File: config.mk
export PLATFORM = sky130hd
export DESIGN_NAME = tag_quiet_state_commands
export DESIGN_NICKNAME = d
export VERILOG_FILES = /design/src/hw/tag_quiet_pkg.sv /design/src/hw/crc16_serial.sv /design/src/hw/tag_quiet_state_commands.sv
export VERILOG_INCLUDE_DIRS = /design/src /design/src/hw
export SDC_FILE = /design/constraint.sdc
export NUM_CORES = 1
export LEC_CHECK = 0
export ABC_AREA = 1
export BUFFER_PORTS_ARGS = -buffer_cell sky130_fd_sc_hd__buf_2
export CELL_PAD_IN_SITES_DETAIL_PLACEMENT = 0
export CELL_PAD_IN_SITES_GLOBAL_PLACEMENT = 1
export CORE_ASPECT_RATIO = 1.5
export CORE_UTILIZATION = 45
export CTS_BUF_LIST = sky130_fd_sc_hd__clkbuf_8
export DETAILED_ROUTE_END_ITERATION = 12
export PLACE_DENSITY_LB_ADDON = 0.1
export REMOVE_ABC_BUFFERS = 1
export SLEW_MARGIN = 20
export SYNTH_ARGS = -nofsm -noshare
export SYNTH_HDL_FRONTEND = slang
export SYNTH_SLANG_ARGS = --single-unit
File: constraint.sdc
create_clock -name clk_i -period 4.6 [get_ports clk_i]
set_clock_uncertainty 0.15 [all_clocks]
set_input_delay 0.46 -clock clk_i [delete_from_list [all_inputs] [get_ports clk_i]]
set_output_delay 0.46 -clock clk_i [all_outputs]
set_load 0.02 [all_outputs]
File: src/hw/tag_quiet_defines.svh
// Constants for the tag quiet and ready-state command handling
`ifndef TAG_QUIET_DEFINES_SVH
`define TAG_QUIET_DEFINES_SVH

// ==========================================================
// Request flag bit positions (bit 0 is the first bit sent)
`define TQ_FLAG_INVENTORY 2
`define TQ_FLAG_ADDRESSED 5

// ==========================================================
// Command codes
`define TQ_CMD_INVENTORY 8'h01
`define TQ_CMD_STAY_QUIET 8'h02
`define TQ_CMD_RETURN_READY 8'h26
`define TQ_CMD_QUIET_STORAGE 8'hAA

// ==========================================================
// Request lengths in bits, SOF and EOF excluded
`define TQ_LEN_PLAIN 7'h20
`define TQ_LEN_ADDRESSED 7'h60
`define TQ_LEN_STORAGE 7'h68
`define TQ_RX_MAX 104
`define TQ_RX_OVERFLOW 7'h69

// ==========================================================
// Field positions inside a request aligned to bit 0
`define TQ_POS_FLAGS 0
`define TQ_POS_CMD 8
`define TQ_POS_UID_ADDR 16
`define TQ_POS_MFR 16
`define TQ_POS_UID_STORE 24

// ==========================================================
// CRC-16 of the link, bit serial and reflected
`define TQ_CRC_INIT 16'hFFFF
`define TQ_CRC_POLY 16'h8408
`define TQ_CRC_RESIDUE 16'hF0B8

// ==========================================================
// Response frame
`define TQ_RESP_FLAGS 8'h00
`define TQ_RESP_BITS 5'h18

// ==========================================================
// Retention of the quiet storage state without field
`define TQ_CLK_MHZ 200
`define TQ_RETAIN_US 1000
`define TQ_RETAIN_CYCLES (`TQ_RETAIN_US * `TQ_CLK_MHZ)

`endif

File: src/hw/tag_quiet_pkg.sv
// Types for the tag quiet and ready-state command handling
package tag_quiet_pkg;

  // ==========================================================
  // Tag addressing state
  typedef enum logic [1:0] {
    ST_READY,
    ST_QUIET,
    ST_QUIET_STORAGE
  } tag_state_t;

endpackage

File: src/hw/crc16_serial.sv
// Bit-serial CRC-16 register for the received request stream
`timescale 1ns/1ps
`default_nettype none
`include "tag_quiet_defines.svh"

module crc16_serial
(
  input wire logic clk_i,
  input wire logic rst_i,
  input wire logic clear_i,
  input wire logic bit_valid_i,
  input wire logic bit_i,
  output logic [15:0] crc_o
);

  // ==========================================================
  // Register and next value
  logic [15:0] crc_q; // Running remainder
  logic [15:0] crc_d; // Next remainder

  // Clear wins over a new bit, then one shift per bit
  always_comb
  begin
    crc_d = crc_q;
    if (clear_i)
    begin
      crc_d = `TQ_CRC_INIT;
    end
    else if (bit_valid_i)
    begin
      crc_d = {1'b0, crc_q[15:1]};
      if (crc_q[0] ^ bit_i)
      begin
        crc_d = crc_d ^ `TQ_CRC_POLY;
      end
    end
  end

  // Registers only
  always_ff @(posedge clk_i)
  begin
    if (rst_i)
    begin
      crc_q <= `TQ_CRC_INIT;
    end
    else
    begin
      crc_q <= crc_d;
    end
  end

  assign crc_o = crc_q;

endmodule
`default_nettype wire

File: src/hw/tag_quiet_state_commands.sv
// Tag command interpreter: stay quiet, return to ready, quiet storage
// Notes on behaviour
// RQ1: Stay quiet only addressed, full identifier carried
// RQ2: Return-to-ready request moves tag to ready
// RQ3: Reader sends flags, command, optional identifier, CRC
// RQ4: Return-to-ready answered with flags and CRC
// RQ5: Quiet storage entered silently on its command
// RQ6: Quiet storage ignores inventory-flagged requests
// RQ7: Quiet storage still serves addressed requests
// RQ8: Return-to-ready leaves quiet storage, identifier optional
// RQ9: Addressed stay quiet moves quiet storage to quiet
// RQ10: Quiet storage survives short field loss only
// RQ11: Reader sends storage request with maker code
// RQ12: Quiet storage command only in addressed form
// RQ13: Stay quiet enters quiet silently, blocks inventory
// RQ14: Bad or unknown requests get no reply
// RQ15: Addressed request needs own identifier and CRC
// RQ16: Power-up without retained storage starts ready
`timescale 1ns/1ps
`default_nettype none
`include "tag_quiet_defines.svh"

module tag_quiet_state_commands
#(
  parameter int unsigned RETAIN_CYCLES = `TQ_RETAIN_CYCLES,
  parameter logic [7:0] MFR_CODE = 8'h5A // Maker code, value arbitrary
)
(
  input wire logic clk_i,
  input wire logic rst_i,
  input wire logic [63:0] unique_tag_identifier_i,
  input wire logic field_on_i,
  input wire logic link_clk_i,
  input wire logic link_frame_i,
  input wire logic link_data_i,
  output var tag_quiet_pkg::tag_state_t state_o,
  output logic inventory_req_o,
  output logic tx_frame_o,
  output logic tx_data_o
);

  // ==========================================================
  // Parameter checks
  localparam int unsigned RW = $clog2(RETAIN_CYCLES + 1);
  if (RETAIN_CYCLES < 1)
  begin : g_bad_retain
    $error("RETAIN_CYCLES must be at least one");
  end

  // CRC of the response flags byte, run from the initial value
  function automatic logic [15:0] crc_of_byte(input logic [7:0] b);
    logic [15:0] c;
    c = `TQ_CRC_INIT;
    for (int i = 0; i < 8; i++)
      c = (c[0] ^ b[i]) ? ({1'b0, c[15:1]} ^ `TQ_CRC_POLY) : {1'b0, c[15:1]};
    return c;
  endfunction

  // ==========================================================
  // Input synchronisers: field, link clock, frame, data
  logic [3:0] meta_q; // First stage, read by second stage only
  logic [3:0] sync_q; // Second stage
  logic [3:0] prev_q; // Previous synchronised value, for edges

  always_ff @(posedge clk_i)
  begin
    if (rst_i)
    begin
      meta_q <= 4'h0;
      sync_q <= 4'h0;
      prev_q <= 4'h0;
    end
    else
    begin
      meta_q <= {field_on_i, link_clk_i, link_frame_i, link_data_i};
      sync_q <= meta_q;
      prev_q <= sync_q;
    end
  end

  logic field_s, frame_s, data_s; // Synchronised field, frame and data
  logic lclk_rise, lclk_fall; // Link clock edges
  logic frame_rise, frame_fall; // Frame start and end
  logic bit_take; // Take one request bit

  assign field_s = sync_q[3];
  assign frame_s = sync_q[1];
  assign data_s = sync_q[0];
  assign lclk_rise = sync_q[2] & ~prev_q[2];
  assign lclk_fall = ~sync_q[2] & prev_q[2];
  assign frame_rise = sync_q[1] & ~prev_q[1];
  assign frame_fall = ~sync_q[1] & prev_q[1];
  assign bit_take = field_s & frame_s & lclk_rise;

  // ==========================================================
  // Receive CRC
  logic [15:0] rx_crc; // Remainder over data and received CRC

  crc16_serial u_rx_crc
  (
    .clk_i(clk_i),
    .rst_i(rst_i),
    .clear_i(frame_rise),
    .bit_valid_i(bit_take),
    .bit_i(data_s),
    .crc_o(rx_crc)
  );

  // ==========================================================
  // Request decode
  logic [`TQ_RX_MAX-1:0] rx_shift_q, rx_shift_d; // Bits, newest at the top
  logic [6:0] rx_cnt_q, rx_cnt_d; // Bits taken, saturating
  logic end_q, end_d; // One cycle after frame end
  logic [`TQ_RX_MAX-1:0] aligned; // First bit moved to bit 0
  logic [6:0] shamt; // Alignment shift
  logic [7:0] req_flags, req_cmd; // Flags field and command code
  logic inv_flag, addr_flag; // Inventory and addressed flags
  logic uid_hit_addr, uid_hit_store; // Identifier match, both layouts
  logic good; // Frame ended and CRC checks
  logic rtr_plain, rtr_addr; // Return-to-ready, without and with identifier
  logic sq_req, qs_req; // Stay quiet and quiet storage for this tag

  assign shamt = 7'(`TQ_RX_MAX) - rx_cnt_q;
  assign aligned = rx_shift_q >> shamt;
  assign req_flags = aligned[`TQ_POS_FLAGS +: 8];
  assign req_cmd = aligned[`TQ_POS_CMD +: 8];
  assign inv_flag = req_flags[`TQ_FLAG_INVENTORY];
  assign addr_flag = req_flags[`TQ_FLAG_ADDRESSED];
  assign uid_hit_addr = aligned[`TQ_POS_UID_ADDR +: 64] == unique_tag_identifier_i; // [RQ15]
  assign uid_hit_store = aligned[`TQ_POS_UID_STORE +: 64] == unique_tag_identifier_i; // [RQ15]
  assign good = end_q & field_s & (rx_crc == `TQ_CRC_RESIDUE); // [RQ14] [RQ15]
  // Flags, command and CRC only; identifier absent [RQ3]
  assign rtr_plain = good & (rx_cnt_q == `TQ_LEN_PLAIN) & !addr_flag & !inv_flag
                     & (req_cmd == `TQ_CMD_RETURN_READY);
  assign rtr_addr = good & (rx_cnt_q == `TQ_LEN_ADDRESSED) & addr_flag & !inv_flag
                    & (req_cmd == `TQ_CMD_RETURN_READY) & uid_hit_addr; // [RQ3]
  assign sq_req = good & (rx_cnt_q == `TQ_LEN_ADDRESSED) & addr_flag & !inv_flag
                  & (req_cmd == `TQ_CMD_STAY_QUIET) & uid_hit_addr; // [RQ1]
  assign qs_req = good & (rx_cnt_q == `TQ_LEN_STORAGE) & addr_flag & !inv_flag
                  & (req_cmd == `TQ_CMD_QUIET_STORAGE) & uid_hit_store
                  & (aligned[`TQ_POS_MFR +: 8] == MFR_CODE); // [RQ11] [RQ12]

  // ==========================================================
  // Receive, state and response
  tag_quiet_pkg::tag_state_t state_q, state_d; // Addressing state
  logic [RW-1:0] retain_q, retain_d; // Cycles without field in storage
  logic inv_q, inv_d; // Inventory hand-off pulse
  logic [23:0] tx_shift_q, tx_shift_d; // Response bits, first at bit 0
  logic [4:0] tx_cnt_q, tx_cnt_d; // Response bits left
  logic tx_frame_q, tx_frame_d;
  logic tx_data_q, tx_data_d;
  logic respond; // Start a response

  // Next values for the whole block
  always_comb
  begin
    rx_shift_d = rx_shift_q;
    rx_cnt_d = rx_cnt_q;
    end_d = frame_fall & field_s;
    state_d = state_q;
    retain_d = '0;
    inv_d = 1'b0;
    tx_shift_d = tx_shift_q;
    tx_cnt_d = tx_cnt_q;
    tx_frame_d = tx_frame_q;
    tx_data_d = tx_data_q;
    respond = 1'b0;
    // Bit collection, restarted at each frame start
    if (frame_rise)
      rx_cnt_d = 7'h00;
    else if (bit_take)
    begin
      rx_shift_d = {data_s, rx_shift_q[`TQ_RX_MAX-1:1]};
      if (rx_cnt_q != `TQ_RX_OVERFLOW)
        rx_cnt_d = rx_cnt_q + 7'h01;
    end
    // Command effects by state; anything else changes nothing [RQ14]
    case (state_q)
      tag_quiet_pkg::ST_READY:
      begin
        if (rtr_plain || rtr_addr)
          respond = 1'b1; // [RQ2]
        else if (sq_req)
          state_d = tag_quiet_pkg::ST_QUIET; // [RQ13]
        else if (qs_req)
          state_d = tag_quiet_pkg::ST_QUIET_STORAGE; // [RQ5]
        else if (good && inv_flag && req_cmd == `TQ_CMD_INVENTORY)
          inv_d = 1'b1;
      end
      tag_quiet_pkg::ST_QUIET:
      begin
        // Inventory and unaddressed requests are not served [RQ13]
        if (rtr_addr)
        begin
          state_d = tag_quiet_pkg::ST_READY; // [RQ2]
          respond = 1'b1;
        end
        else if (qs_req)
          state_d = tag_quiet_pkg::ST_QUIET_STORAGE; // [RQ5]
      end
      tag_quiet_pkg::ST_QUIET_STORAGE:
      begin
        // Inventory never reaches the hand-off here [RQ6]
        if (rtr_plain || rtr_addr)
        begin
          state_d = tag_quiet_pkg::ST_READY; // [RQ8]
          respond = 1'b1;
        end
        else if (sq_req)
          state_d = tag_quiet_pkg::ST_QUIET; // [RQ9] [RQ7]
      end
      default:
        state_d = tag_quiet_pkg::ST_READY;
    endcase
    // Response bits leave on link clock falling edges [RQ4]
    if (respond)
    begin
      tx_shift_d = {~crc_of_byte(`TQ_RESP_FLAGS), `TQ_RESP_FLAGS};
      tx_cnt_d = `TQ_RESP_BITS;
    end
    else if (lclk_fall)
    begin
      if (tx_cnt_q != 5'h00)
      begin
        tx_frame_d = 1'b1;
        tx_data_d = tx_shift_q[0];
        tx_shift_d = {1'b0, tx_shift_q[23:1]};
        tx_cnt_d = tx_cnt_q - 5'h01;
      end
      else
      begin
        tx_frame_d = 1'b0;
        tx_data_d = 1'b0;
      end
    end
    // Field loss: clears quiet at once, storage only after retention
    if (!field_s)
    begin
      rx_cnt_d = 7'h00;
      tx_cnt_d = 5'h00;
      tx_frame_d = 1'b0;
      tx_data_d = 1'b0;
      inv_d = 1'b0;
      if (state_q == tag_quiet_pkg::ST_QUIET_STORAGE)
      begin
        retain_d = retain_q + RW'(1); // [RQ10]
        if (retain_q == RW'(RETAIN_CYCLES - 1))
        begin
          state_d = tag_quiet_pkg::ST_READY; // [RQ10]
          retain_d = '0;
        end
      end
      else
        state_d = tag_quiet_pkg::ST_READY;
    end
  end

  // Registers only; logic reset starts in ready
  always_ff @(posedge clk_i)
  begin
    if (rst_i)
    begin
      state_q <= tag_quiet_pkg::ST_READY; // [RQ16]
      rx_shift_q <= '0;
      rx_cnt_q <= 7'h00;
      end_q <= 1'b0;
      retain_q <= '0;
      inv_q <= 1'b0;
      tx_shift_q <= 24'h000000;
      tx_cnt_q <= 5'h00;
      tx_frame_q <= 1'b0;
      tx_data_q <= 1'b0;
    end
    else
    begin
      state_q <= state_d;
      rx_shift_q <= rx_shift_d;
      rx_cnt_q <= rx_cnt_d;
      end_q <= end_d;
      retain_q <= retain_d;
      inv_q <= inv_d;
      tx_shift_q <= tx_shift_d;
      tx_cnt_q <= tx_cnt_d;
      tx_frame_q <= tx_frame_d;
      tx_data_q <= tx_data_d;
    end
  end

  // ==========================================================
  // Outputs, all straight from flip-flops
  assign state_o = state_q;
  assign inventory_req_o = inv_q;
  assign tx_frame_o = tx_frame_q;
  assign tx_data_o = tx_data_q;

endmodule
`default_nettype wire

Word level (Yosys, flattened, before mapping)
Index checks and enable logic that the tools add are counted.
Word-level totals
  flip-flop bits (word level): 191
  bits of input ports: 70
  output and inout port bits: 5
  logic and storage cells: 118
Operators by class
  $add $sub $neg: 4
  eq/ne operators: 15
  shift-type cells: 1
  reductions and logical operators: 22
  bitwise gates (word level): 37
  multiplexer cells: 23
Operators with widths (count)
  == test 64 bit: 2
  right shift 104 x 7 -> 88 bit: 1
  two-way mux 24 bit: 3
  AND 1 bit: 26
  adder 18 x 1 -> 18 bit (second input constant): 1
  == test 18 bit (second input constant): 1
  two-way mux 2 bit: 9
  == test 16 bit (second input constant): 1
  two-way mux 16 bit: 1
  two-way mux 5 bit: 3
  == test 7 bit (second input constant): 2
  AND reduction 2 bit: 5
  inverter 1 bit: 9
  == test 8 x 1 -> 1 bit (second input constant): 1
  == test 8 x 2 -> 1 bit (second input constant): 1
  == test 8 x 6 -> 1 bit (second input constant): 1
  == test 8 x 7 -> 1 bit (second input constant): 1
  == test 8 bit (second input constant): 1
  OR reduction 2 bit: 4
  adder 7 x 1 -> 7 bit (second input constant): 1
  == test 7 x 6 -> 1 bit (second input constant): 1
  != test 7 bit (second input constant): 1
  subtractor 7 bit (first input constant): 1
  one-hot mux 2 bit (3 select lines): 1
  16 further kinds: 24

Longest topological paths before layout
Gate-level depths: netlist of run 1.
  depth after elaboration: 15
  depth in mapped cells: 30
  mapped depth without buffers: 26

Hierarchy
From an unflattened synthesis of run 1, not the netlist that was laid out.
Second synthesis, totals
  cell total of the unflattened synthesis: 2931
  area total of the unflattened synthesis: 16435.8 µm²
Modules (own cells, without submodules)
  tag_quiet_state_commands: area an instance 15782.6 µm², times used 1, cells each 2851
  crc16_serial: area an instance 653.1 µm², times used 1, cells each 80

Worst setup path before layout of run 1
No wires, ideal clock.
  kind: register -> register
  start point: register rx_cnt_q[0]
  end point: register tx_shift_q[19]
  stages on the path, launching flop included: 24
  required time: 4333 ps
  setup slack: 918 ps
  clock period less this slack: 3682 ps
  data arrival time: 3415 ps
  path through: dfxtp_1 inv_2 buf_4 buf_4 buf_2 ha_1 buf_2 buf_4 buf_4 buf_2 nand3_1 nand3_1 nand3_1 nand3_1 nand3_1 nand3_1 nand2_1 nor2_2 nand2_2 nor4_4 nand4_4 nand3_2 buf_6 nor2_1
Between the ends
  cells in the longest elaborated chain, start to end: 10
Ends and longest elaborated chain
  start, declared: RTL line tag_quiet_state_commands.sv:112  | logic [6:0] rx_cnt_q, rx_cnt_d;
  start signal, assigned: RTL line tag_quiet_state_commands.sv:278  | rx_cnt_q <= rx_cnt_d;
  parallel branches: the longest is 8 deep, another holds subtractor 7 bit
  one-hot mux 1 bit (2 select lines) *: RTL line tag_quiet_state_commands.sv:178  | case (state_q)
  OR reduction 2 bit (no source line) *
  end signal, assigned: RTL line tag_quiet_state_commands.sv:282  | tx_shift_q <= tx_shift_d;
  end, declared: RTL line tag_quiet_state_commands.sv:148  | logic [23:0] tx_shift_q, tx_shift_d;
Mark *: on every way between the ends.
A chain may end at the register's enable or synchronous reset.

Worst setup path after layout of run 1
  start point: register rx_cnt_q[1]
  end point: register tx_shift_q[15]
The elaborated chain is that of the path after synthesis.

==> run summary, run 1 <==
The critical path goes through inv_1 > ha_4 > inv_2 > nor2_2 > o21ai_2 > nand2_1 > xor2_4 > buf_4 > nand3_1 > nand3_1 > nand2_1 > nor2_1 > nand2_1 > nor2_1 > nand2_1 > nor2_4 > nand4_4 > nand3_4 > a21oi_1. Among all stages on the critical path, the largest delay is contributed by sky130_fd_sc_hd__buf_4. The area growth from synthesis to layout is 6.71%. The DRC violations left is 0. The worst-case IR drop observed on VDD is 0.292 mV. Once detail routing completed, the nets flagged for antenna violations numbered 0.

The total routed wirelength came out at 72300 microns. The longest clock path from root to sink contains 2 buffers. Total power for the finished layout comes to 3.04 mW. Power spread over the standard cell area amounts to 172 mW/mm^2. The setup path with the least slack is of type flop to flop. The number of antenna violations at the first check in global routing came to 5. The reported leakage power is 7.14 nW. The clock transition time at the flip-flop clock pins of the worst setup and hold paths is 0.13 ns. Static timing analysis puts the maximum clock frequency at 230 MHz. The final hold violation count is 0.

After floorplanning, the core was divided into 85 placement rows. The critical path data arrival time is 4.59 ns. The number of buffers created by CTS came out at 17. Synthesis produced a netlist whose cell count is 2902. The wire length of the first global-routing pass is 109000 microns. The measured slew at the worst slew-check pin came out at 1.05 ns. STA classifies the critical path endpoint as a flop. The cell that appears most often on the critical path is sky130_fd_sc_hd__nand2_1. The required time of the critical path is 4.86 ns. The worst hold path belongs to the class input port to flop. The count of state elements after synthesis is 188. The HPWL after detailed placement is 54600 microns.

The maximum net fanout on the critical path came out at 39. The top cell type's share of synthesized area is 32.8%. Global routing consumed, over all layers together, 38.6% of the routing resources.

The final critical-path share of the clock period is 94.3%. The number of failing setup endpoints in the final timing report came out at 0. The per-instance average area after synthesis is 5.70 sq um. The maximum number of pins on one net before global-route repair is 107.

The total negative slack is 0 ns. The detailed-routing iteration count for the pre-antenna-repair pass is 9. The clock tree from TritonCTS is yes. After synthesis, flip-flops and latches occupy 22.7% of the total area.

The headroom to the max-slew limit came out at 30.0%. Grouping stages by cell kind, the critical path spends the most delay in simple AND/OR/NAND/NOR gates. The number of global-route vias before repair came out at 18500. The count of warnings emitted by yosys is 0. The largest single stage delay on the critical path is 0.51 ns. The total vias in the final route came out at 20500.

The cell sitting at the root of the clock tree is a sky130_fd_sc_hd__clkbuf_8. The most common cell in the synthesized netlist is sky130_fd_sc_hd__nand3_1. The count of pins over their slew limit came out at 0. The share of flip-flops with an asynchronous set or reset after synthesis is 0%. The startpoint type of the worst setup path is a flop. The minimum clock period after layout came out at 4.34 ns. The number of buffers and inverters on the critical path is 3. Summed over all instances, the cell type with the most area after synthesis is sky130_fd_sc_hd__nand3_1. The tree built by TritonCTS fans out to 188 sinks.

Ranked by total cell area, the synthesized netlist is headed by sky130_fd_sc_hd__nand3_1 (33%), sky130_fd_sc_hd__dfxtp_1 (23%), sky130_fd_sc_hd__nand2_1 (17%). The starting density of the core came out at 45.9%. The placer congestion estimate came out at 1.06. Cells with a size suffix above 1 make up 7.09% of the layout.

The top-level I/O count is 75. The horizontal die dimension is 159 microns. The clock insertion delay at the later pin of the skew report is 0.51 ns. The flow ran to the end, and the final reports show no timing, DRC or antenna violations. The die outline area is 0.0376 sq mm. The H-tree depth is 4. The count of maximum capacitance violations is 0.

The number of distinct standard cells referenced by the synthesized netlist is 48. Setup repair after global routing left no endpoint under its margin. Port buffering added 74 buffers.

The violation count after the first detailed-routing iteration came out at 2462. Counting instances in the post-synthesis netlist gives the leading cell types as sky130_fd_sc_hd__nand3_1 (1084), sky130_fd_sc_hd__nand2_1 (764), sky130_fd_sc_hd__dfxtp_1 (188), sky130_fd_sc_hd__a21oi_1 (160), sky130_fd_sc_hd__nor2_1 (137). The total grt overflow came out at 0. The die is 237 microns tall. The placeable core area came out at 0.0361 sq mm. Dividing the detail-routed wire length by the instance count gives 21.6 microns.

The net total in the final layout is 2924. The synthesized cell area is 0.0166 sq mm. Using the TritonRoute via totals, the vias-per-cell ratio works out to 6.14.

The count of flip-flops with a built-in enable after synthesis is 0. The most used flip-flop cell after synthesis is sky130_fd_sc_hd__dfxtp_1.
per-stage QoR:
stage	worst slack (ns)	cell area [sq um]	std cells	hold slack, ns	util (%)
after global routing	0.00865	17700	3342	0.159	49.0
final	0.261	17700	3342	0.151	49.0
after floorplan	-9.81	15600	2706	0.238	-
after detailed placement	0.242	17100	3302	0.245	47.4
after global placement	0.242	17100	3302	0.242	47.4
after CTS	0.224	17600	3338	0.136	48.7
where the power goes:
group          leakage [nW]  switching, mW  internal [mW]  total, mW
clock                 0.220          0.756          0.446       1.20
combinational          5.40          0.136         0.0653      0.202
sequential             1.52        0.00260           1.63       1.63
total                  7.14          0.895           2.14       3.04
worst register-to-register path, delay by kind of cell (launching register included):
family,cells,cell delay [ns]
simple gates,12,2.28
buf+inv,3,0.71
flops,1,0.38
compound gates,2,0.26
xor+xnor,1,0.25
fa+ha+maj,1,0.20
what timing repair did:
action,in CTS,in global routing
setup endpoints to repair,0,33
setup buffers,0,1
hold buffers,4,0
resized for setup,0,10
hold endpoints to repair,4,0
path summary, 6_finish.rpt:
path	slack [ns]	end	depth (start not counted)	from
hold reg to reg	0.25	sync_q[1]	2	meta_q[1]
setup reg to reg	0.26	tx_shift_q[15]	19	rx_cnt_q[1]
setup / recovery	0.26	tx_shift_q[15]	19	rx_cnt_q[1]
hold / removal	0.15	meta_q[0]	2	rst_i
final cells by class:
class	instances	area, sq um
Antenna cell	2	5.00
Clock buffer	17	234
Clock inverter	15	214
Fill cell	3983	18400
Inverter	143	539
Multi-Input combinational cell	2375	11400
Sequential cell	188	3770
Tap cell	478	598
Timing Repair Buffer	124	950
cells by family (layout without fill, tap and decap cells):
group / Yosys count / in the layout / synth area share [%]
flip-flops: 188 / 188 / 22.7
AO/OA/AOI/OAI: 213 / 213 / 6.80
buffers and inverters: 339 / 299 / 9.30
AND/OR/NAND/NOR: 2112 / 2112 / 58.4
adder cells (fa/ha/maj): 5 / 5 / 0.378
XOR/XNOR: 45 / 45 / 2.43
other: 0 / 2 / 0
sequential cells by signal, indices dropped and copies added (netlist names):
signal           count
state_o              2
meta_q               4
u_rx_crc.crc_o      16
sync_q               4
rx_cnt_q             7
prev_q               2
tx_cnt_q             5
end_q                1
tx_frame_o           1
inventory_req_o      1
retain_q            18
rx_shift_q         102
tx_data_o            1
tx_shift_q          24
layer usage:
metal / wire length [microns] / vias to the layer above / GRT usage [%]
met5: 22 / - / 0
met4: 6340 / 4 / 30.4
met3: 5460 / 258 / 8.42
met2: 33800 / 917 / 62.3
met1: 26700 / 9524 / 43.6
li1: - / 9817 / -
layout by cell type (no fill, tap or decap), types with 7 or more instances in the layout:
cell / synthesis / routed
sky130_fd_sc_hd__a21oi_1: 160 / 159
sky130_fd_sc_hd__buf_12: 0 / 12
sky130_fd_sc_hd__buf_2: 82 / 73
sky130_fd_sc_hd__buf_4: 21 / 32
sky130_fd_sc_hd__clkbuf_8: 0 / 17
sky130_fd_sc_hd__dfxtp_1: 188 / 187
sky130_fd_sc_hd__inv_1: 131 / 131
sky130_fd_sc_hd__inv_2: 10 / 10
sky130_fd_sc_hd__nand2_1: 764 / 761
sky130_fd_sc_hd__nand3_1: 1084 / 1082
sky130_fd_sc_hd__nand3b_1: 7 / 7
sky130_fd_sc_hd__nand4_1: 49 / 49
sky130_fd_sc_hd__nor2_1: 137 / 137
sky130_fd_sc_hd__nor3_1: 17 / 17
sky130_fd_sc_hd__nor4_1: 10 / 9
sky130_fd_sc_hd__o21ai_0: 28 / 28
sky130_fd_sc_hd__or2_1: 11 / 11
sky130_fd_sc_hd__xnor2_1: 9 / 9
sky130_fd_sc_hd__xor2_1: 35 / 34
Power figures use the tool's default switching activity.
==> inputs of run 2 (changes only) <==
--- a/config.mk
+++ b/config.mk
@@ -15,7 +15,6 @@
 export CTS_BUF_LIST = sky130_fd_sc_hd__clkbuf_8
 export DETAILED_ROUTE_END_ITERATION = 12
 export PLACE_DENSITY_LB_ADDON = 0.1
-export REMOVE_ABC_BUFFERS = 1
 export SLEW_MARGIN = 20
 export SYNTH_ARGS = -nofsm -noshare
 export SYNTH_HDL_FRONTEND = slang
==> run summary, run 2 (synthesis gave the netlist of run 1 again) <==
Status: finished, final reports clean (unchanged). Largest regs: rx_shift_q x102, tx_shift_q x24, retain_q x18 (unchanged). The total vias in the final route was 20300 (was 20500). RSZ-0062 raised after global routing: false (unchanged). The die outline area is 0.0376 sq mm (unchanged). The number of failing setup endpoints in the final timing report came to 0 (unchanged).

The total grt overflow came to 0 (unchanged). The DRC violations left came out at 0 (unchanged). The worst hold endpoint is sync_q[0] (was meta_q[0]).

The most common cell after layout, fill and taps aside is sky130_fd_sc_hd__nand3_1 (unchanged). The remaining antenna violation count after routing was 0 (unchanged). The required time of the critical path is 4.85 ns (was 4.86 ns). The detailed-routing iteration count for the pre-antenna-repair pass came out at 6 (was 9). The power per unit of standard cell area is 175 mW/mm^2 (was 172 mW/mm^2). The depth of the worst register-to-register path is 19 (unchanged).

The startpoint type of the worst setup path was a flop (unchanged). The total global routing track utilization came out at 37.5% (was 38.6%). The number of instances on the worst hold path is 2 (unchanged). The total non-filler cell area in the finished layout came out at 0.0176 sq mm (was 0.0177 sq mm).

The net total in the final layout is 2917 (was 2924). The placed standard-cell area came out at 0.0171 sq mm (about the same). The maximum number of pins on one net before global-route repair came to 113 (was 107). The number of buffers created by CTS came to 17 (unchanged).

The final critical-path share of the clock period is 94.9% (was 94.3%). Commonest non-fill, non-tap cells in the layout: sky130_fd_sc_hd__nand3_1 (1084), sky130_fd_sc_hd__nand2_1 (762), sky130_fd_sc_hd__dfxtp_1 (187) (was sky130_fd_sc_hd__nand3_1 (1082), sky130_fd_sc_hd__nand2_1 (761), sky130_fd_sc_hd__dfxtp_1 (187)). The register-to-register path setup slack is 0.23 ns (was 0.26 ns).

The maximum net fanout on the critical path came out at 60 (was 39). The reg-to-reg critical path endpoint is tx_shift_q[0] (was tx_shift_q[15]). The placeable core area came out at 0.0361 sq mm (unchanged).

The count of maximum capacitance violations is 0 (unchanged). The net count after synthesis came out at 2977. The final hold violation count came out at 0 (unchanged). The number of I/O port buffers came to 74 (unchanged). The CTS root buffer is sky130_fd_sc_hd__clkbuf_8 (unchanged). The maximum clock rate came out at 229 MHz (was 230 MHz).

The met2 wire length is 32800 microns (was 33800 microns). The H-tree depth was 4 (unchanged). The clock tree from TritonCTS is yes (unchanged). The total negative slack came to 0 ns (unchanged).

The number of flip-flops under the largest register name is 102 (unchanged). The wire length per cell is 21.0 microns (was 21.6 microns). The horizontal die dimension came out at 159 microns (unchanged). The top-level I/O count is 75 (unchanged). The minimum clock period after layout came out at 4.37 ns (was 4.34 ns).

The number of vias per cell is 6.07 (was 6.14). The critical path data arrival time is 4.62 ns (was 4.59 ns). The highest layer used for signal routing is met5 (unchanged). The clock sink count is 188 (unchanged). The maximum vdd ir drop is 0.290 mV (was 0.292 mV).

The wire length of the first global-routing pass came out at 106000 microns (was 109000 microns). The type of the worst min-delay path is flop to flop (was input port to flop). The number of filler cells placed in the layout is 3960 (was 3983). The met1 wire length came out at 26900 microns (was 26700 microns). The die boundary height is 237 microns (unchanged).

The buffer depth of the longest clock path came out at 2 (unchanged). The final worst hold slack came out at 0.258 ns (was 0.151 ns). The count of pins over their slew limit is 0 (unchanged). The worst setup path category was flop to flop (unchanged).

The placer congestion estimate came out at 1.09 (was 1.06). The measured slew at the worst slew-check pin was 1.10 ns (was 1.05 ns). The sort of element at the end of the critical path is a flop (unchanged). The sum of net half-perimeters after detailed placement is 54200 microns (was 54600 microns). The total chip power came to 3.08 mW (was 3.04 mW). The source of the worst register-to-register timing path is rx_cnt_q[1] (unchanged). The total routed wirelength was 70200 microns (was 72300 microns). The violation count after the first detailed-routing iteration came out at 1968 (was 2462).

The register cell area after layout is 0.00377 sq mm (unchanged). The signed area change from the synthesized netlist to the final layout is 6.16% (was 6.71%). The number of global-route vias before repair was 18300 (was 18500). The top register by number of flip-flops is rx_shift_q (unchanged). The footprint of the multi-input gates came out at 0.0113 sq mm (was 0.0114 sq mm). The starting density of the core was 45.9% (unchanged). The headroom to the max-slew limit is 26.6% (was 30.0%). The count of standard-cell rows came out at 85 (unchanged).

The start point of the worst hold path is meta_q[0] (was rst_i). The total met3 wirelength after detailed routing came to 4940 microns (was 5460 microns). The clock insertion delay at the later pin of the skew report came out at 0.53 ns (was 0.51 ns). The proportion of layout cells with a drive suffix above 1 is 6.65% (was 7.09%). The number of antenna violations at the first check in global routing came out at 7 (was 5). The clock transition time at the flip-flop clock pins of the worst setup and hold paths came to 0.13 ns (about the same).

The reported leakage power is 7.09 nW (was 7.14 nW).
-- run 2: cell types whose count changed in the layout (fill, tap and decap cells not counted), sizes merged --
cell	delta
buf	-6
clkinv	-2
inv	+2
clkbuf	-1
diode	+1
-- run 2: where the power goes --
group	switching, mW	internal [mW]	total [mW]
Clock	0.784	0.457	1.24
Combinational	0.136	0.0649	0.201
Sequential	0.00303	1.63	1.63
Total	0.924	2.15	3.08
-- run 2: metrics by stage --
stage,setup slack [ns],util [%],instances
floorplan,0.918,-,2902
global placement,0.341,47.3,3297
detailed placement,0.307,47.3,3297
CTS,0.258,48.7,3333
global route,0.0656,48.7,3336
finish,0.235,48.7,3336
-- run 2: layer usage --
layer  track usage, %  up-vias
met2             61.1      856
met5                0        -
li1                 -     9809
met1             44.1     9374
met3             6.77      218
met4             26.0        8
-- run 2: layout make-up --
| class | count | share of cell area (%) |
|---|---|---|
| Antenna cell | 3 | 0.0427 |
| Inverter | 143 | 3.08 |
| Clock buffer | 17 | 1.33 |
| Multi-Input combinational cell | 2375 | 64.4 |
| Tap cell | 478 | 3.40 |
| Timing Repair Buffer | 117 | 5.03 |
| Sequential cell | 188 | 21.4 |
| Clock inverter | 15 | 1.29 |
-- run 2: how the worst max path moves through the flow --
stage                     start        endpoint  depth (start not counted)
floorplan           rx_cnt_q[0]  tx_shift_q[19]                         23
global placement    rx_cnt_q[1]  tx_shift_q[15]                         22
detailed placement  rx_cnt_q[1]   tx_shift_q[2]                         22
CTS                 rx_cnt_q[1]   tx_shift_q[0]                         22
global route        rx_cnt_q[1]  tx_shift_q[18]                         21
finish              rx_cnt_q[1]   tx_shift_q[0]                         19
-- run 2: repair_timing --
item | 4_1_cts | 5_1_grt
buffers inserted | 0 | 0
hold endpoints to repair | 4 | 0
endpoints found under the setup margin | 0 | 18
resized for setup | 0 | 3
hold buffers | 4 | 0
-- run 2: critical path, stage by stage (launching register included) --
cell and delay, ns:
sky130_fd_sc_hd__dfxtp_1 0.38, sky130_fd_sc_hd__inv_1 0.14, sky130_fd_sc_hd__ha_4 0.45, sky130_fd_sc_hd__inv_2 0.09
sky130_fd_sc_hd__buf_12 0.20, sky130_fd_sc_hd__nand3_1 0.16, sky130_fd_sc_hd__nand3_1 0.11, sky130_fd_sc_hd__nand3_1 0.16
sky130_fd_sc_hd__nand3_1 0.31, sky130_fd_sc_hd__a21oi_1 0.23, sky130_fd_sc_hd__nand2_1 0.21, sky130_fd_sc_hd__xor2_1 0.27
sky130_fd_sc_hd__nor2_1 0.18, sky130_fd_sc_hd__nand2_1 0.07, sky130_fd_sc_hd__nor2_1 0.14, sky130_fd_sc_hd__nand2_1 0.15
sky130_fd_sc_hd__nor2_4 0.20, sky130_fd_sc_hd__nand4_4 0.29, sky130_fd_sc_hd__nand3_4 0.27, sky130_fd_sc_hd__a21oi_1 0.07
